==> config.mk <==
export PLATFORM = sky130hd
export DESIGN_NAME = fhrm_holding_regs
export DESIGN_NICKNAME = d
export VERILOG_FILES = /design/src/shared/fhrm_pkg.sv /design/src/core/fhrm_byte_tx.sv /design/src/core/fhrm_cal_seq.sv /design/src/core/fhrm_holding_regs.sv
export SDC_FILE = /design/constraint.sdc
export NUM_CORES = 1
export LEC_CHECK = 0
export BUFFER_PORTS_ARGS = -buffer_cell sky130_fd_sc_hd__clkbuf_2
export CAP_MARGIN = 20
export CORE_ASPECT_RATIO = 0.8
export CORE_MARGIN = 2
export CORE_UTILIZATION = 40
export CTS_CLUSTER_DIAMETER = 60
export DETAILED_ROUTE_END_ITERATION = 6
export PLACE_DENSITY = 0.6
export SLEW_MARGIN = 0
export SYNTH_ARGS = -nofsm -noshare
export SYNTH_HDL_FRONTEND = slang
export SYNTH_SLANG_ARGS = --single-unit
==> constraint.sdc <==
create_clock -name clk_sys -period 6.8 [get_ports clk_sys]
set_input_delay 0.68 -clock clk_sys [delete_from_list [all_inputs] [get_ports clk_sys]]
set_output_delay 0.68 -clock clk_sys [all_outputs]
set_load 0.02 [all_outputs]
==> src/shared/fhrm_pkg.sv <==
// package: holding-register map constants and carrier types
package fhrm_pkg;

    // ------------------------------------------------------------
    // register numbers (request address plus base)
    // ------------------------------------------------------------
    localparam logic [16:0] RN_BASE        = 17'h09C41;
    localparam logic [16:0] RN_STATUS      = 17'h09C43;
    localparam logic [16:0] RN_STATUS_M1   = 17'h09C48;
    localparam logic [16:0] RN_STATUS_M2   = 17'h09C89;
    localparam logic [16:0] RN_CAL_CMD     = 17'h09C5E;
    localparam logic [16:0] RN_SPAN_HI     = 17'h09C5F;
    localparam logic [16:0] RN_SPAN_LO     = 17'h09C60;
    localparam logic [16:0] RN_CAL_STAT    = 17'h09C61;
    localparam logic [16:0] RN_GAP0_FIRST  = 17'h09C62;
    localparam logic [16:0] RN_GAP0_LAST   = 17'h09C67;
    localparam logic [16:0] RN_PROC_STATE  = 17'h09CB2;
    localparam logic [16:0] RN_FILTER      = 17'h0A410;
    localparam logic [16:0] RN_GAP1        = 17'h0A411;
    localparam logic [16:0] RN_ZERO_RANGE  = 17'h0A412;
    localparam logic [16:0] RN_AZT         = 17'h0A413;
    localparam logic [16:0] RN_GAP2        = 17'h0A414;
    localparam logic [16:0] RN_MOTION      = 17'h0A415;
    localparam logic [16:0] RN_GAP3        = 17'h0A416;
    localparam logic [16:0] RN_GAP4        = 17'h0A417;
    localparam logic [16:0] RN_CAP_HI      = 17'h0A418;
    localparam logic [16:0] RN_CAP_LO      = 17'h0A419;
    localparam logic [16:0] RN_DEC_POINT   = 17'h0A41A;
    localparam logic [16:0] RN_INCREMENT   = 17'h0A41B;
    localparam logic [16:0] RN_FEED_TYPE   = 17'h0A475;
    localparam logic [16:0] RN_PREACT      = 17'h0A476;
    localparam logic [16:0] RN_GAP5        = 17'h0A477;
    localparam logic [16:0] RN_CHECK_DLY   = 17'h0A478;
    localparam logic [16:0] RN_ZERO_PER    = 17'h0A479;
    localparam logic [16:0] RN_ZERO_DLY    = 17'h0A47A;
    localparam logic [16:0] RN_END_IND     = 17'h0A47B;
    localparam logic [16:0] RN_FEED_CHK    = 17'h0A47C;
    localparam logic [16:0] RN_MAX_FILL    = 17'h0A47D;

    // ------------------------------------------------------------
    // storage slots, status bits, codes
    // ------------------------------------------------------------
    localparam int          N_SLOT   = 18;
    localparam logic [4:0]  SL_CAP_HI  = 5'h04;
    localparam logic [4:0]  SL_DEC_PT  = 5'h06;
    localparam logic [4:0]  SL_INC     = 5'h07;
    localparam logic [4:0]  SL_SPAN_HI = 5'h10;
    localparam logic [4:0]  SL_SPAN_LO = 5'h11;
    localparam logic [15:0] CFG_RST    = 16'h0000;
    localparam logic [15:0] INC_RST    = 16'h0001;
    localparam logic [15:0] DEC_PT_MAX = 16'h0005;
    localparam logic [15:0] INC_MIN    = 16'h0001;
    localparam logic [15:0] INC_MAX    = 16'h0003;
    localparam int          BIT_BUSY   = 0;
    localparam int          BIT_VALID  = 1;
    localparam int          BIT_PERR   = 5;
    localparam logic [7:0]  FC_READ    = 8'h03;
    localparam logic [7:0]  FC_WR1     = 8'h06;
    localparam logic [7:0]  FC_WRN     = 8'h10;
    localparam logic [7:0]  EXC_NONE   = 8'h00;
    localparam logic [7:0]  EXC_FUNC   = 8'h01;
    localparam logic [7:0]  EXC_ADDR   = 8'h02;
    localparam logic [7:0]  EXC_VALUE  = 8'h03;
    localparam logic [7:0]  EXC_OPER   = 8'h04;
    localparam logic [15:0] CMD_ZERO   = 16'h00BC;
    localparam logic [15:0] CMD_SPAN   = 16'h00DC;
    localparam logic [7:0]  CS_READY   = 8'h01;
    localparam logic [7:0]  CS_ZERO    = 8'h03;
    localparam logic [7:0]  CS_SPAN    = 8'h04;
    localparam logic [7:0]  CS_FAIL    = 8'h09;

    typedef enum logic [3:0] {
        CAL_READY = 4'h1,
        CAL_ZERO  = 4'h2,
        CAL_SPAN  = 4'h4,
        CAL_FAIL  = 4'h8
    } fhrm_cal_e;

    typedef enum logic [2:0] {
        PH_NONE    = 3'h0,
        PH_READY   = 3'h1,
        PH_FILLING = 3'h2,
        PH_FULL    = 3'h3,
        PH_DISCH   = 3'h4,
        PH_FLOWDLY = 3'h5
    } fhrm_phase_e;

    typedef struct packed {
        logic [7:0]  fc;
        logic [15:0] addr;
        logic [15:0] wdata;
    } fhrm_req_s;

    typedef struct packed {
        logic [7:0]  exc;
        logic [15:0] rdata;
    } fhrm_rsp_s;

    typedef struct packed {
        logic busy;
        logic valid;
        logic perr;
    } fhrm_flags_s;

endpackage : fhrm_pkg

==> src/core/fhrm_byte_tx.sv <==
// module: response word to byte stream, high byte first
`timescale 1ns/1ps
module fhrm_byte_tx
    import fhrm_pkg::*;
#(
    parameter int WORD_W = 16
) (
    input  wire logic              clk_sys,
    input  wire logic              arst_n,
    input  wire logic              in_valid,
    input  wire logic [WORD_W-1:0] in_word,
    output logic                   in_ready,
    output logic [7:0]             out_byte,
    output logic                   out_valid,
    input  wire logic              out_ready
);
    localparam int NB = WORD_W / 8;
    localparam int CW = $clog2(NB + 1);

    generate
        if (WORD_W % 8 != 0 || WORD_W < 8) begin : g_bad_width
            $error("fhrm_byte_tx: WORD_W must be a multiple of 8");
        end
    endgenerate

    logic [WORD_W-1:0] shreg;
    logic [CW-1:0]     left;
    wire               take_in  = in_valid && in_ready;
    wire               take_out = out_valid && out_ready;

    assign in_ready  = (left == '0);
    assign out_valid = (left != '0);
    assign out_byte  = shreg[WORD_W-1 -: 8];

    always_ff @(posedge clk_sys or negedge arst_n) begin
        if (!arst_n) begin
            shreg <= '0;
            left  <= '0;
        end else if (take_in) begin
            shreg <= in_word;  // RQ15
            left  <= CW'(NB);
        end else if (take_out) begin
            shreg <= shreg << 8;
            left  <= left - CW'(1);
        end
    end
endmodule : fhrm_byte_tx

==> src/core/fhrm_cal_seq.sv <==
// module: zero and span calibration sequencer
`timescale 1ns/1ps
module fhrm_cal_seq
    import fhrm_pkg::*;
(
    input  wire logic        clk_sys,
    input  wire logic        arst_n,
    input  wire logic        go_zero,
    input  wire logic        go_span,
    input  wire logic        stat_ack,
    input  wire logic        cal_done,
    input  wire logic        cal_fail,
    input  wire logic [7:0]  cal_err,
    output logic             ready,
    output logic [15:0]      status,
    output logic             zero_start,
    output logic             span_start
);
    fhrm_cal_e  state;
    fhrm_cal_e  next_state;
    logic [7:0] err_q;
    logic [7:0] code;
    wire        running = (state == CAL_ZERO) || (state == CAL_SPAN);

    always_comb begin
        next_state = state;
        unique case (state)
            CAL_READY: begin
                if (go_zero) next_state = CAL_ZERO;      // RQ7
                else if (go_span) next_state = CAL_SPAN;
            end
            CAL_ZERO, CAL_SPAN: begin
                if (cal_fail) next_state = CAL_FAIL;     // RQ11
                else if (cal_done) next_state = CAL_READY;
            end
            CAL_FAIL: begin
                if (stat_ack) next_state = CAL_READY;
            end
            default: next_state = CAL_READY;
        endcase
    end

    assign code = (state == CAL_ZERO) ? CS_ZERO :   // RQ8
                  (state == CAL_SPAN) ? CS_SPAN :   // RQ10
                  (state == CAL_FAIL) ? CS_FAIL :   // RQ11
                  CS_READY;                         // RQ6
    assign ready  = (state == CAL_READY);
    assign status = {err_q, code};

    always_ff @(posedge clk_sys or negedge arst_n) begin
        if (!arst_n) begin
            state      <= CAL_READY;
            err_q      <= 8'h00;
            zero_start <= 1'b0;
            span_start <= 1'b0;
        end else begin
            state      <= next_state;
            zero_start <= ready && go_zero;
            span_start <= ready && go_span && !go_zero;
            if (running && cal_fail) err_q <= cal_err;  // RQ11
            else if (next_state == CAL_READY) err_q <= 8'h00;
        end
    end

endmodule : fhrm_cal_seq

==> src/core/fhrm_holding_regs.sv <==
// module: holding-register bank behind the per-word Modbus access port
// ------------------------------------------------------------
// Functional notes
// (RQ1) process-state word reports phase code 0..5
// (RQ2) status word readable at primary and two mirror numbers
// (RQ3) master checks busy clear, valid set, error clear first
// (RQ4) master polls status while busy is set
// (RQ5) master reads error code or process error register
// (RQ6) calibration status low byte 1 means ready for a command
// (RQ7) command 188 to the command word starts zero calibration
// (RQ8) low byte 3 during zero calibration, then back to 1
// (RQ9) master writes span words before span command 220
// (RQ10) low byte 4 during span calibration, then back to 1
// (RQ11) failure gives low byte 9 and cause in high byte
// (RQ12) capacity is two words after a two-word gap
// (RQ13) unused numbers accept writes silently, read zero
// (RQ14) decimal point codes 0..5, increment codes 1..3
// (RQ15) words high byte first, multi-word values high word first
// (RQ16) exception codes 1 function, 2 address, 3 value, 4 operation
// ------------------------------------------------------------
`timescale 1ns/1ps
module fhrm_holding_regs
    import fhrm_pkg::*;
(
    input  wire logic        clk_sys,
    input  wire logic        arst_n,
    input  wire logic        req_valid,
    input  wire fhrm_req_s   req,
    output logic             req_ready,
    output logic             rsp_valid,
    output fhrm_rsp_s        rsp,
    output logic [7:0]       tx_byte,
    output logic             tx_valid,
    input  wire logic        tx_ready,
    input  wire fhrm_flags_s flags,
    input  wire fhrm_phase_e phase,
    output logic             cal_zero_start,
    output logic             cal_span_start,
    output logic [31:0]      span_value,
    output logic [31:0]      capacity,
    input  wire logic        cal_done,
    input  wire logic        cal_fail,
    input  wire logic [7:0]  cal_err,
    output logic [15:0]      cfg_words [N_SLOT]
);

    // ------------------------------------------------------------
    // decode helpers
    // ------------------------------------------------------------
    function automatic logic [5:0] slot_of(input logic [16:0] rn);
        logic [5:0] s;
        s = 6'h00;
        unique case (rn)
            RN_FILTER:     s = 6'h20;
            RN_ZERO_RANGE: s = 6'h21;
            RN_AZT:        s = 6'h22;
            RN_MOTION:     s = 6'h23;
            RN_CAP_HI:     s = 6'h24;
            RN_CAP_LO:     s = 6'h25;
            RN_DEC_POINT:  s = 6'h26;
            RN_INCREMENT:  s = 6'h27;
            RN_FEED_TYPE:  s = 6'h28;
            RN_PREACT:     s = 6'h29;
            RN_CHECK_DLY:  s = 6'h2A;
            RN_ZERO_PER:   s = 6'h2B;
            RN_ZERO_DLY:   s = 6'h2C;
            RN_END_IND:    s = 6'h2D;
            RN_FEED_CHK:   s = 6'h2E;
            RN_MAX_FILL:   s = 6'h2F;
            RN_SPAN_HI:    s = 6'h30;
            RN_SPAN_LO:    s = 6'h31;
            default:       s = 6'h00;
        endcase
        return s;
    endfunction : slot_of

    function automatic logic is_gap(input logic [16:0] rn);
        return (rn >= RN_GAP0_FIRST && rn <= RN_GAP0_LAST)
            || rn == RN_GAP1 || rn == RN_GAP2 || rn == RN_GAP3
            || rn == RN_GAP4 || rn == RN_GAP5;
    endfunction : is_gap

    function automatic logic is_stat(input logic [16:0] rn);
        return rn == RN_STATUS || rn == RN_STATUS_M1
            || rn == RN_STATUS_M2;
    endfunction : is_stat

    // ------------------------------------------------------------
    // request decode
    // ------------------------------------------------------------
    logic [15:0] cfg_q [N_SLOT];
    logic        rd_q;
    logic        ser_ready;
    logic        cal_ready;
    logic [15:0] cal_status;

    wire         take      = req_valid && req_ready;
    wire  [16:0] rnum      = {1'b0, req.addr} + RN_BASE;
    wire         fc_read   = (req.fc == FC_READ);
    wire         fc_write  = (req.fc == FC_WR1) || (req.fc == FC_WRN);
    wire         fc_ok     = fc_read || fc_write;
    wire  [5:0]  slot_raw  = slot_of(rnum);
    wire         hit_slot  = slot_raw[5];
    wire  [4:0]  slot      = slot_raw[4:0];
    wire         hit_gap   = is_gap(rnum);
    wire         hit_stat  = is_stat(rnum);
    wire         hit_proc  = (rnum == RN_PROC_STATE);
    wire         hit_cstat = (rnum == RN_CAL_STAT);
    wire         hit_cmd   = (rnum == RN_CAL_CMD);
    wire         hit_ro    = hit_stat || hit_proc || hit_cstat;
    wire         mapped    = hit_slot || hit_gap || hit_ro || hit_cmd;

    wire         cmd_zero  = (req.wdata == CMD_ZERO);
    wire         cmd_span  = (req.wdata == CMD_SPAN);
    wire         cmd_known = cmd_zero || cmd_span;
    wire         dp_ok     = req.wdata <= DEC_PT_MAX;
    wire         inc_ok    = req.wdata >= INC_MIN && req.wdata <= INC_MAX;
    wire         val_ok    = (slot == SL_DEC_PT) ? dp_ok :   // RQ14
                             (slot == SL_INC)    ? inc_ok :  // RQ14
                             1'b1;

    wire  [15:0] stat_word = {10'h000, flags.perr, 3'b000,
                              flags.valid, flags.busy};

    // ------------------------------------------------------------
    // exception selection
    // ------------------------------------------------------------
    wire  [7:0]  exc =
        !fc_ok                                  ? EXC_FUNC :   // RQ16
        !mapped                                 ? EXC_ADDR :   // RQ16
        (fc_write && hit_ro)                    ? EXC_OPER :   // RQ16
        (fc_write && hit_cmd && !cmd_known)     ? EXC_VALUE :  // RQ16
        (fc_write && hit_cmd && !cal_ready)     ? EXC_OPER :   // RQ6
        (fc_write && hit_slot && !val_ok)       ? EXC_VALUE :  // RQ14
        EXC_NONE;

    wire         ok       = (exc == EXC_NONE);
    wire         wr_ok    = take && fc_write && ok;
    wire         wr_slot  = wr_ok && hit_slot;
    wire         go_zero  = wr_ok && hit_cmd && cmd_zero;   // RQ7
    wire         go_span  = wr_ok && hit_cmd && cmd_span;
    wire         stat_ack = take && fc_read && ok && hit_cstat;

    // ------------------------------------------------------------
    // read data selection
    // ------------------------------------------------------------
    wire  [15:0] rd_data =
        !ok       ? 16'h0000 :
        hit_stat  ? stat_word :                     // RQ2
        hit_proc  ? {13'h0000, phase} :             // RQ1
        hit_cstat ? cal_status :                    // RQ6
        hit_slot  ? cfg_q[slot] :
        16'h0000;                                   // RQ13

    // ------------------------------------------------------------
    // response and handshake
    // ------------------------------------------------------------
    assign req_ready = ser_ready && !rsp_valid;

    always_ff @(posedge clk_sys or negedge arst_n) begin
        if (!arst_n) begin
            rsp_valid <= 1'b0;
            rsp       <= '0;
            rd_q      <= 1'b0;
        end else begin
            rsp_valid <= take;
            rd_q      <= take && fc_read && ok;
            if (take) begin
                rsp.exc   <= exc;
                rsp.rdata <= rd_data;
            end
        end
    end

    // ------------------------------------------------------------
    // configuration storage
    // ------------------------------------------------------------
    always_ff @(posedge clk_sys or negedge arst_n) begin
        if (!arst_n) begin
            for (int i = 0; i < N_SLOT; i++) begin
                cfg_q[i] <= (5'(i) == SL_INC) ? INC_RST : CFG_RST;
            end
        end else if (wr_slot) begin
            cfg_q[slot] <= req.wdata;   // RQ12
        end
    end

    assign cfg_words  = cfg_q;
    assign capacity   = {cfg_q[SL_CAP_HI], cfg_q[SL_CAP_HI + 5'h01]}; // RQ15
    assign span_value = {cfg_q[SL_SPAN_HI], cfg_q[SL_SPAN_LO]};       // RQ15

    // ------------------------------------------------------------
    // calibration and byte output
    // ------------------------------------------------------------
    fhrm_cal_seq u_cal (
        .clk_sys    (clk_sys),
        .arst_n     (arst_n),
        .go_zero    (go_zero),
        .go_span    (go_span),
        .stat_ack   (stat_ack),
        .cal_done   (cal_done),
        .cal_fail   (cal_fail),
        .cal_err    (cal_err),
        .ready      (cal_ready),
        .status     (cal_status),
        .zero_start (cal_zero_start),
        .span_start (cal_span_start)
    );

    fhrm_byte_tx #(
        .WORD_W (16)
    ) u_tx (
        .clk_sys   (clk_sys),
        .arst_n    (arst_n),
        .in_valid  (rsp_valid && rd_q),
        .in_word   (rsp.rdata),
        .in_ready  (ser_ready),
        .out_byte  (tx_byte),
        .out_valid (tx_valid),
        .out_ready (tx_ready)
    );

    wire [7:0] cs_lo = cal_status[7:0];
    wire [7:0] cs_hi = cal_status[15:8];
endmodule : fhrm_holding_regs

==> impl_metrics.env, run 1 <==
export IMPL_grt_max_degree=137
export IMPL_wl_met3_um=5150
export IMPL_swShare_pct=24.9
export IMPL_seqPwrFrac_pct=46.9
export IMPL_final_setup_worst_slack_ns=1.10
export IMPL_cp_cell_sequence="clkbuf_2, ha_1, nand3_1, xor2_1, a2111oi_0, nand2_1, nor3b_1, o31a_1, or2_4, buf_4, mux2i_1, o22ai_1, o31ai_1, a21o_1"
export IMPL_post_cts_buffers=0
export IMPL_final_nets=2004
export IMPL_fill_cells=4188
export IMPL_avgViaCountPerCell=5.59
export IMPL_clkTransAtPathRegs_ns=0.05
export IMPL_cp_arrival_ns=6.18
export IMPL_yosysWarnings=0
export IMPL_post_route_drc_count=0
export IMPL_cp_max_fo=25
export IMPL_cpMaxStageDelayCell="o31ai_1"
export IMPL_place_ws_ns=0.721
export IMPL_cts_inserted_buffers=38
export IMPL_maxCapViolCount=0
export IMPL_end_kind="flip-flop"
export IMPL_die_w_um=243
export IMPL_gp_congestion=0.907
export IMPL_grt_remaining_overflow=0
export IMPL_ys_ff_latch=341
export IMPL_rsz0062_at_grt="no"
export IMPL_synth_seq_area_share_pct=46.5
export IMPL_fin_total_pwr_mw=4.36
export IMPL_syn_area_sq_um=18300
export IMPL_finalSetupViolations=0
export IMPL_ant_nets=0
export IMPL_yosys_top_cells_area="dfrtp_1, mux2_2, mux2i_1, buf_4, nand2_1"
export IMPL_cts_htree_levels=2
export IMPL_antenna_found_initial=1
export IMPL_fin_setup_tns_ns=0
export IMPL_die_h_um=196
export IMPL_critical_path_buf_inv_count=2
export IMPL_synth_cell_types=87
export IMPL_fmax_mhz=175
export IMPL_start_kind="input port"
export IMPL_cp_slowest_stage_delay_ns=0.78
export IMPL_cts_root_buf="clkbuf_16"
export IMPL_drtIter0Drc=1146
export IMPL_wl_met2_um=29100
export IMPL_synth_edff_count=0
export IMPL_grt_pass1_vias=14000
export IMPL_drv_slew=0
export IMPL_hpwl_um=48200
export IMPL_synth_top_area_share_pct=46.3
export IMPL_hold_viol_final=0
export IMPL_die_area_sq_um=47600
export IMPL_dr_max_layer_used="met4"
export IMPL_drive_above_1_share_pct=43.1
export IMPL_grt_pass1_wl_um=97200
export IMPL_tightest_slew_ns=1.12
export IMPL_firstDrtPassIters=6
export IMPL_start_util_pct=40.3
export IMPL_path_delay_family="compound AO/OA/AOI/OAI gates"
export IMPL_combPwrFrac_pct=6.3
export IMPL_clockBufferDepth=3
export IMPL_power_density_nw_per_um2=200
export IMPL_intPower_mw=3.27
export IMPL_power_leakage_nw=10.8
export IMPL_postCtsHoldBufs=0
export IMPL_pwr_share_clk_pct=46.8
export IMPL_io_pins=449
export IMPL_period_needed_ns=5.70
export IMPL_hp_class="in -> async"
export IMPL_syn_inst=1610
export IMPL_core_area_sq_um=45500
export IMPL_status="finished clean"
export IMPL_final_common_cell="clkbuf_2"
export IMPL_synthArstFlopShare_pct=100
export IMPL_wirelength_um=66500
export IMPL_required_ns=7.28
export IMPL_peakVddDrop_mv=0.141
export IMPL_power_switching_mw=1.08
export IMPL_fin_skew_ns=0.0196
export IMPL_final_period_utilization_pct=83.8
export IMPL_mostFrequentLayoutCells="clkbuf_2, dfrtp_1, mux2_2, mux2i_1, nand2_1"
export IMPL_drt_wirelength_per_cell_um=25.8
export IMPL_area_delta_synth_final_pct=18.6
export IMPL_maxSlewHeadroom_pct=25.2
export IMPL_post_cts_resized=0
export IMPL_rows=70
export IMPL_portBuffers=443
export IMPL_clock_sinks=341
export IMPL_via_count=14400
export IMPL_track_usage_pct=27.3
export IMPL_crit_type="in -> reg"
export IMPL_cts_tree="built"
export IMPL_clkLatencyLatePin_ns=0.56
export IMPL_routedLengthMet1_um=30600
export IMPL_yosysTopAreaCell="dfrtp_1"
export IMPL_avgSynthCellArea_sq_um=11.4
export IMPL_synthFlopType="dfrtp_1"
## state kept, by name (all words and copies together) (netlist names)
name              cells
cfg_words           256
capacity             32
rsp                  19
u_tx.shreg           16
u_cal.err_q           8
u_cal.state           4
u_tx.left             2
rd_q                  1
rsp_valid             1
u_cal.span_start      1
u_cal.zero_start      1
## stage by stage
step | utilization, % | instance area, sq um | hold WS [ns] | instances
floorplan | - | 18400 | 0.384 | 1614
global placement | 45.1 | 20500 | 0.459 | 2509
detailed placement | 45.2 | 20500 | 0.464 | 2510
CTS | 47.8 | 21700 | 0.256 | 2571
global route | 47.8 | 21700 | 0.296 | 2571
finish | 47.8 | 21700 | 0.225 | 2573
## worst register-to-register path, stage by stage (launching register included)
cell	delay, ns
dfrtp_1	0.39
inv_1	0.06
ha_1	0.18
inv_1	0.08
nor2_1	0.13
nand2_1	0.58
a21oi_1	0.42
nand3_1	0.25
a21oi_2	0.40
nand2b_4	0.25
or4_1	1.02
mux2_4	0.47
## path summary, 6_finish.rpt
kind | from | to | slack, ns | depth (start not counted)
setup / recovery | req[16] | rsp[1]$_DFFE_PN0P_ | 1.10 | 14
hold / removal | arst_n | rsp[16]$_DFFE_PN0P_ | 0.23 | 1
setup reg to reg | u_tx.left[0]$_DFFE_PN0P_ | cfg_words[251]$_DFFE_PN0P_ | 2.47 | 11
hold reg to reg | u_tx.shreg[13]$_DFFE_PN0P_ | u_tx.shreg[13]$_DFFE_PN0P_ | 0.48 | 2
max in group asynchronous | arst_n | cfg_words[170]$_DFFE_PN0P_ | 5.18 | 2
min in group clk_sys | flags[0] | rsp[5]$_DFFE_PN0P_ | 0.35 | 2
## layout make-up
class                           count  area (sq um)  share of cell area, %
Multi-Input combinational cell   1063          8620                   39.6
Timing Repair Buffer              476          2530                   11.7
Antenna cell                        2          5.00                 0.0230
Clock inverter                     13           165                  0.760
Clock buffer                       48          1050                   4.82
Tap cell                          612           766                   3.52
Sequential cell                   341          8540                   39.3
Inverter                           18          67.6                  0.311
## layer usage
layer | track usage (%) | vias to the layer above
met1 | 39.0 | 7346
met5 | 0 | -
met2 | 40.7 | 521
met3 | 7.93 | 99
met4 | 6.61 | 0
li1 | - | 6413
## cells by family (layout without fill, tap and decap cells)
group,count (synthesis),after routing,synth area share (%)
flops,341,341,46.5
fa+ha+maj,6,6,0.409
xor+xnor,10,10,0.478
mux,428,428,25.7
simple gates,384,384,11.7
compound gates,230,230,8.43
buf+inv,210,555,6.65
other cells,1,7,0.0204
## cells in the mapped netlist, types with 9 or more instances
cell type and number:
a21o_1 12, dfrtp_1 339, a22oi_1 18, mux2_2 248
inv_1 18, nor2_1 39, or4_1 15, nand2b_1 9
or3_1 10, buf_2 32, nor3_1 14, clkbuf_1 57
nor4_1 13, mux2_4 20, a22o_1 10, o31ai_1 9
and3_1 18, a21oi_1 45, nand2_1 132, and2_1 37
nand3_1 33, o22ai_1 28, buf_4 90, o21ai_0 47
mux2i_1 158
## power by group through the flow
stage	Clock, mW	Combinational, mW	Sequential, mW
2_1_floorplan	0	0.144	2.08
3_3_place_gp	0	0.273	2.08
3_5_place_dp	0	0.274	2.08
4_1_cts	2.08	0.275	2.04
5_1_grt	2.17	0.302	2.04
6_report	2.04	0.274	2.04
Power figures use the tool's default switching activity.
==> inputs of run 2 (changes only) <==
==> constraint.sdc (replaced) <==
create_clock -name clk_sys -period 5.8 [get_ports clk_sys]
set_input_delay 0.58 -clock clk_sys [delete_from_list [all_inputs] [get_ports clk_sys]]
set_output_delay 0.58 -clock clk_sys [all_outputs]
set_load 0.02 [all_outputs]
==> run 2 against run 1 <==
  * Worst setup slack lost 0.33 ns
  * Register-to-register slack got worse by 0.90 ns
  * First-iteration DRC count is 5.1% lower
  * Sequential share of layout area decreased by 0.82 points
  * Critical path type unchanged
==> impl_metrics.env, run 2 (same netlist as run 1, synthesis figures left out) <==
export IMPL_ant_nets=0
export IMPL_fin_total_pwr_mw=5.46
export IMPL_maxCapViolCount=0
export IMPL_pwr_share_clk_pct=50.1
export IMPL_cp_arrival_ns=5.53
export IMPL_rr_worst_depth=12
export IMPL_avgViaCountPerCell=5.60
export IMPL_start_kind="input port"
export IMPL_die_area_sq_um=47600
export IMPL_reg2reg_to="rsp[5]$_DFFE_PN0P_"
export IMPL_fin_setup_tns_ns=0
export IMPL_final_period_utilization_pct=86.7
export IMPL_post_cts_buffers=0
export IMPL_clockBufferDepth=3
export IMPL_cts_htree_levels=2
export IMPL_antenna_found_initial=0
export IMPL_power_density_nw_per_um2=246
export IMPL_hpwl_um=49100
export IMPL_final_common_cell="clkbuf_2"
export IMPL_via_count=14600
export IMPL_combPwrFrac_pct=6.0
export IMPL_intPower_mw=4.15
export IMPL_power_leakage_nw=11.1
export IMPL_grt_remaining_overflow=0
export IMPL_status="finished clean"
export IMPL_mostFrequentLayoutCells="clkbuf_2, dfrtp_1, mux2_2, mux2i_1, nand2_1"
export IMPL_post_route_drc_count=0
export IMPL_rsz0062_at_grt="no"
export IMPL_drv_slew=0
export IMPL_seqPwrFrac_pct=43.9
export IMPL_post_cts_resized=0
export IMPL_postCtsHoldBufs=0
export IMPL_power_switching_mw=1.31
export IMPL_fmax_mhz=199
export IMPL_cts_root_buf="clkbuf_16"
export IMPL_swShare_pct=24.0
export IMPL_cts_inserted_buffers=40
export IMPL_gp_congestion=0.902
export IMPL_reg2reg_from="u_tx.left[0]$_DFFE_PN0P_"
export IMPL_tightest_slew_ns=0.968
export IMPL_wirelength_um=66800
export IMPL_grt_pass1_wl_um=97800
export IMPL_grt_max_degree=125
export IMPL_period_needed_ns=5.03
export IMPL_core_area_sq_um=45500
export IMPL_die_w_um=243
export IMPL_largest_reg_flops=256
export IMPL_clock_sinks=341
export IMPL_cp_max_fo=32
export IMPL_n_antenna_cell=0
export IMPL_clkTransAtPathRegs_ns=0.06
export IMPL_rrSetupSlack_ns=1.57
export IMPL_dp_cells=2543
export IMPL_die_h_um=196
export IMPL_grt_pass1_vias=14400
export IMPL_drt_wirelength_per_cell_um=25.6
export IMPL_required_ns=6.30
export IMPL_hp_class="in -> async"
export IMPL_finalSetupViolations=0
export IMPL_track_usage_pct=27.5
export IMPL_cts_tree="built"
export IMPL_crit_type="in -> reg"
export IMPL_rows=70
export IMPL_instances_no_fill=2614
export IMPL_drtIter0Drc=1088
export IMPL_fin_skew_ns=0.0146
export IMPL_end_kind="flip-flop"
export IMPL_hold_viol_final=0
export IMPL_io_pins=449
export IMPL_area_delta_synth_final_pct=21.1
export IMPL_fin_hold_ws_ns=0.0644
export IMPL_firstDrtPassIters=5
export IMPL_portBuffers=443
export IMPL_maxSlewHeadroom_pct=35.3
export IMPL_clkLatencyLatePin_ns=0.55
export IMPL_peakVddDrop_mv=0.217
export IMPL_final_nets=2039
export IMPL_drive_above_1_share_pct=44.3
export IMPL_fin_util_pct=48.8
export IMPL_start_util_pct=40.3
[run 2: cell count changes in the layout (fill, tap and decap cells not counted), sizes merged]
| cell | change |
|---|---|
| bufinv | +4 |
| diode | -2 |
| inv | +1 |
| clkbuf | +8 |
| buf | +33 |
| clkinv | -3 |
[run 2: per-stage QoR]
step	instance area, sq um	worst slack [ns]
after floorplan	18400	1.43
after global placement	20800	0.423
after detailed placement	20800	0.382
after CTS	22200	0.916
after global routing	22200	0.474
final	22200	0.771
[run 2: cell type report]
class / instances / area, sq um
clock buffer: 56 / 1170
clock inverter: 15 / 259
fill: 4203 / 23300
inverter: 18 / 67.6
multi-input combinational: 1063 / 8620
sequential: 341 / 8540
tap: 612 / 766
timing repair buffer: 509 / 2790
[run 2: power by group through the flow]
stage / registers [mW] / logic, mW / clock network (mW)
3_3_place_gp: 2.44 / 0.323 / 0
4_1_cts: 2.40 / 0.326 / 2.78
5_1_grt: 2.40 / 0.361 / 2.88
2_1_floorplan: 2.44 / 0.168 / 0
6_report: 2.40 / 0.326 / 2.73
3_5_place_dp: 2.44 / 0.325 / 0
[run 2: worst max path at each step]
stage / depth (start not counted) / slack [ns] / from / to
6_report: 17 / 0.77 / req[17] / rsp[5]$_DFFE_PN0P_
5_1_grt: 17 / 0.47 / req[17] / rsp[5]$_DFFE_PN0P_
4_1_cts: 17 / 0.92 / req[16] / rsp[5]$_DFFE_PN0P_
3_5_place_dp: 17 / 0.38 / req[16] / rsp[5]$_DFFE_PN0P_
3_3_place_gp: 17 / 0.42 / req[16] / rsp[5]$_DFFE_PN0P_
2_1_floorplan: 16 / 1.43 / req[16] / cfg_words[117]$_DFFE_PN0P_
[run 2: worst max-delay path, cell delays in order]
cell       delay, ns
clkbuf_2        0.22
ha_1            0.24
buf_4           0.19
nand3_1         0.20
xor2_1          0.25
a2111oi_0       0.55
buf_4           0.21
nand2_1         0.10
nor3b_1         0.40
o31a_1          0.39
or2_4           0.40
buf_12          0.30
mux2i_1         0.26
o22ai_1         0.18
nor4b_1         0.72
buf_4           0.23
a211o_1         0.09
[run 2: per-layer routing]
layer	share of wire [%]	GRT usage [%]
met5	0	0
met4	2.2	6.84
met3	8.0	6.65
met2	45	41.8
met1	45	39.3
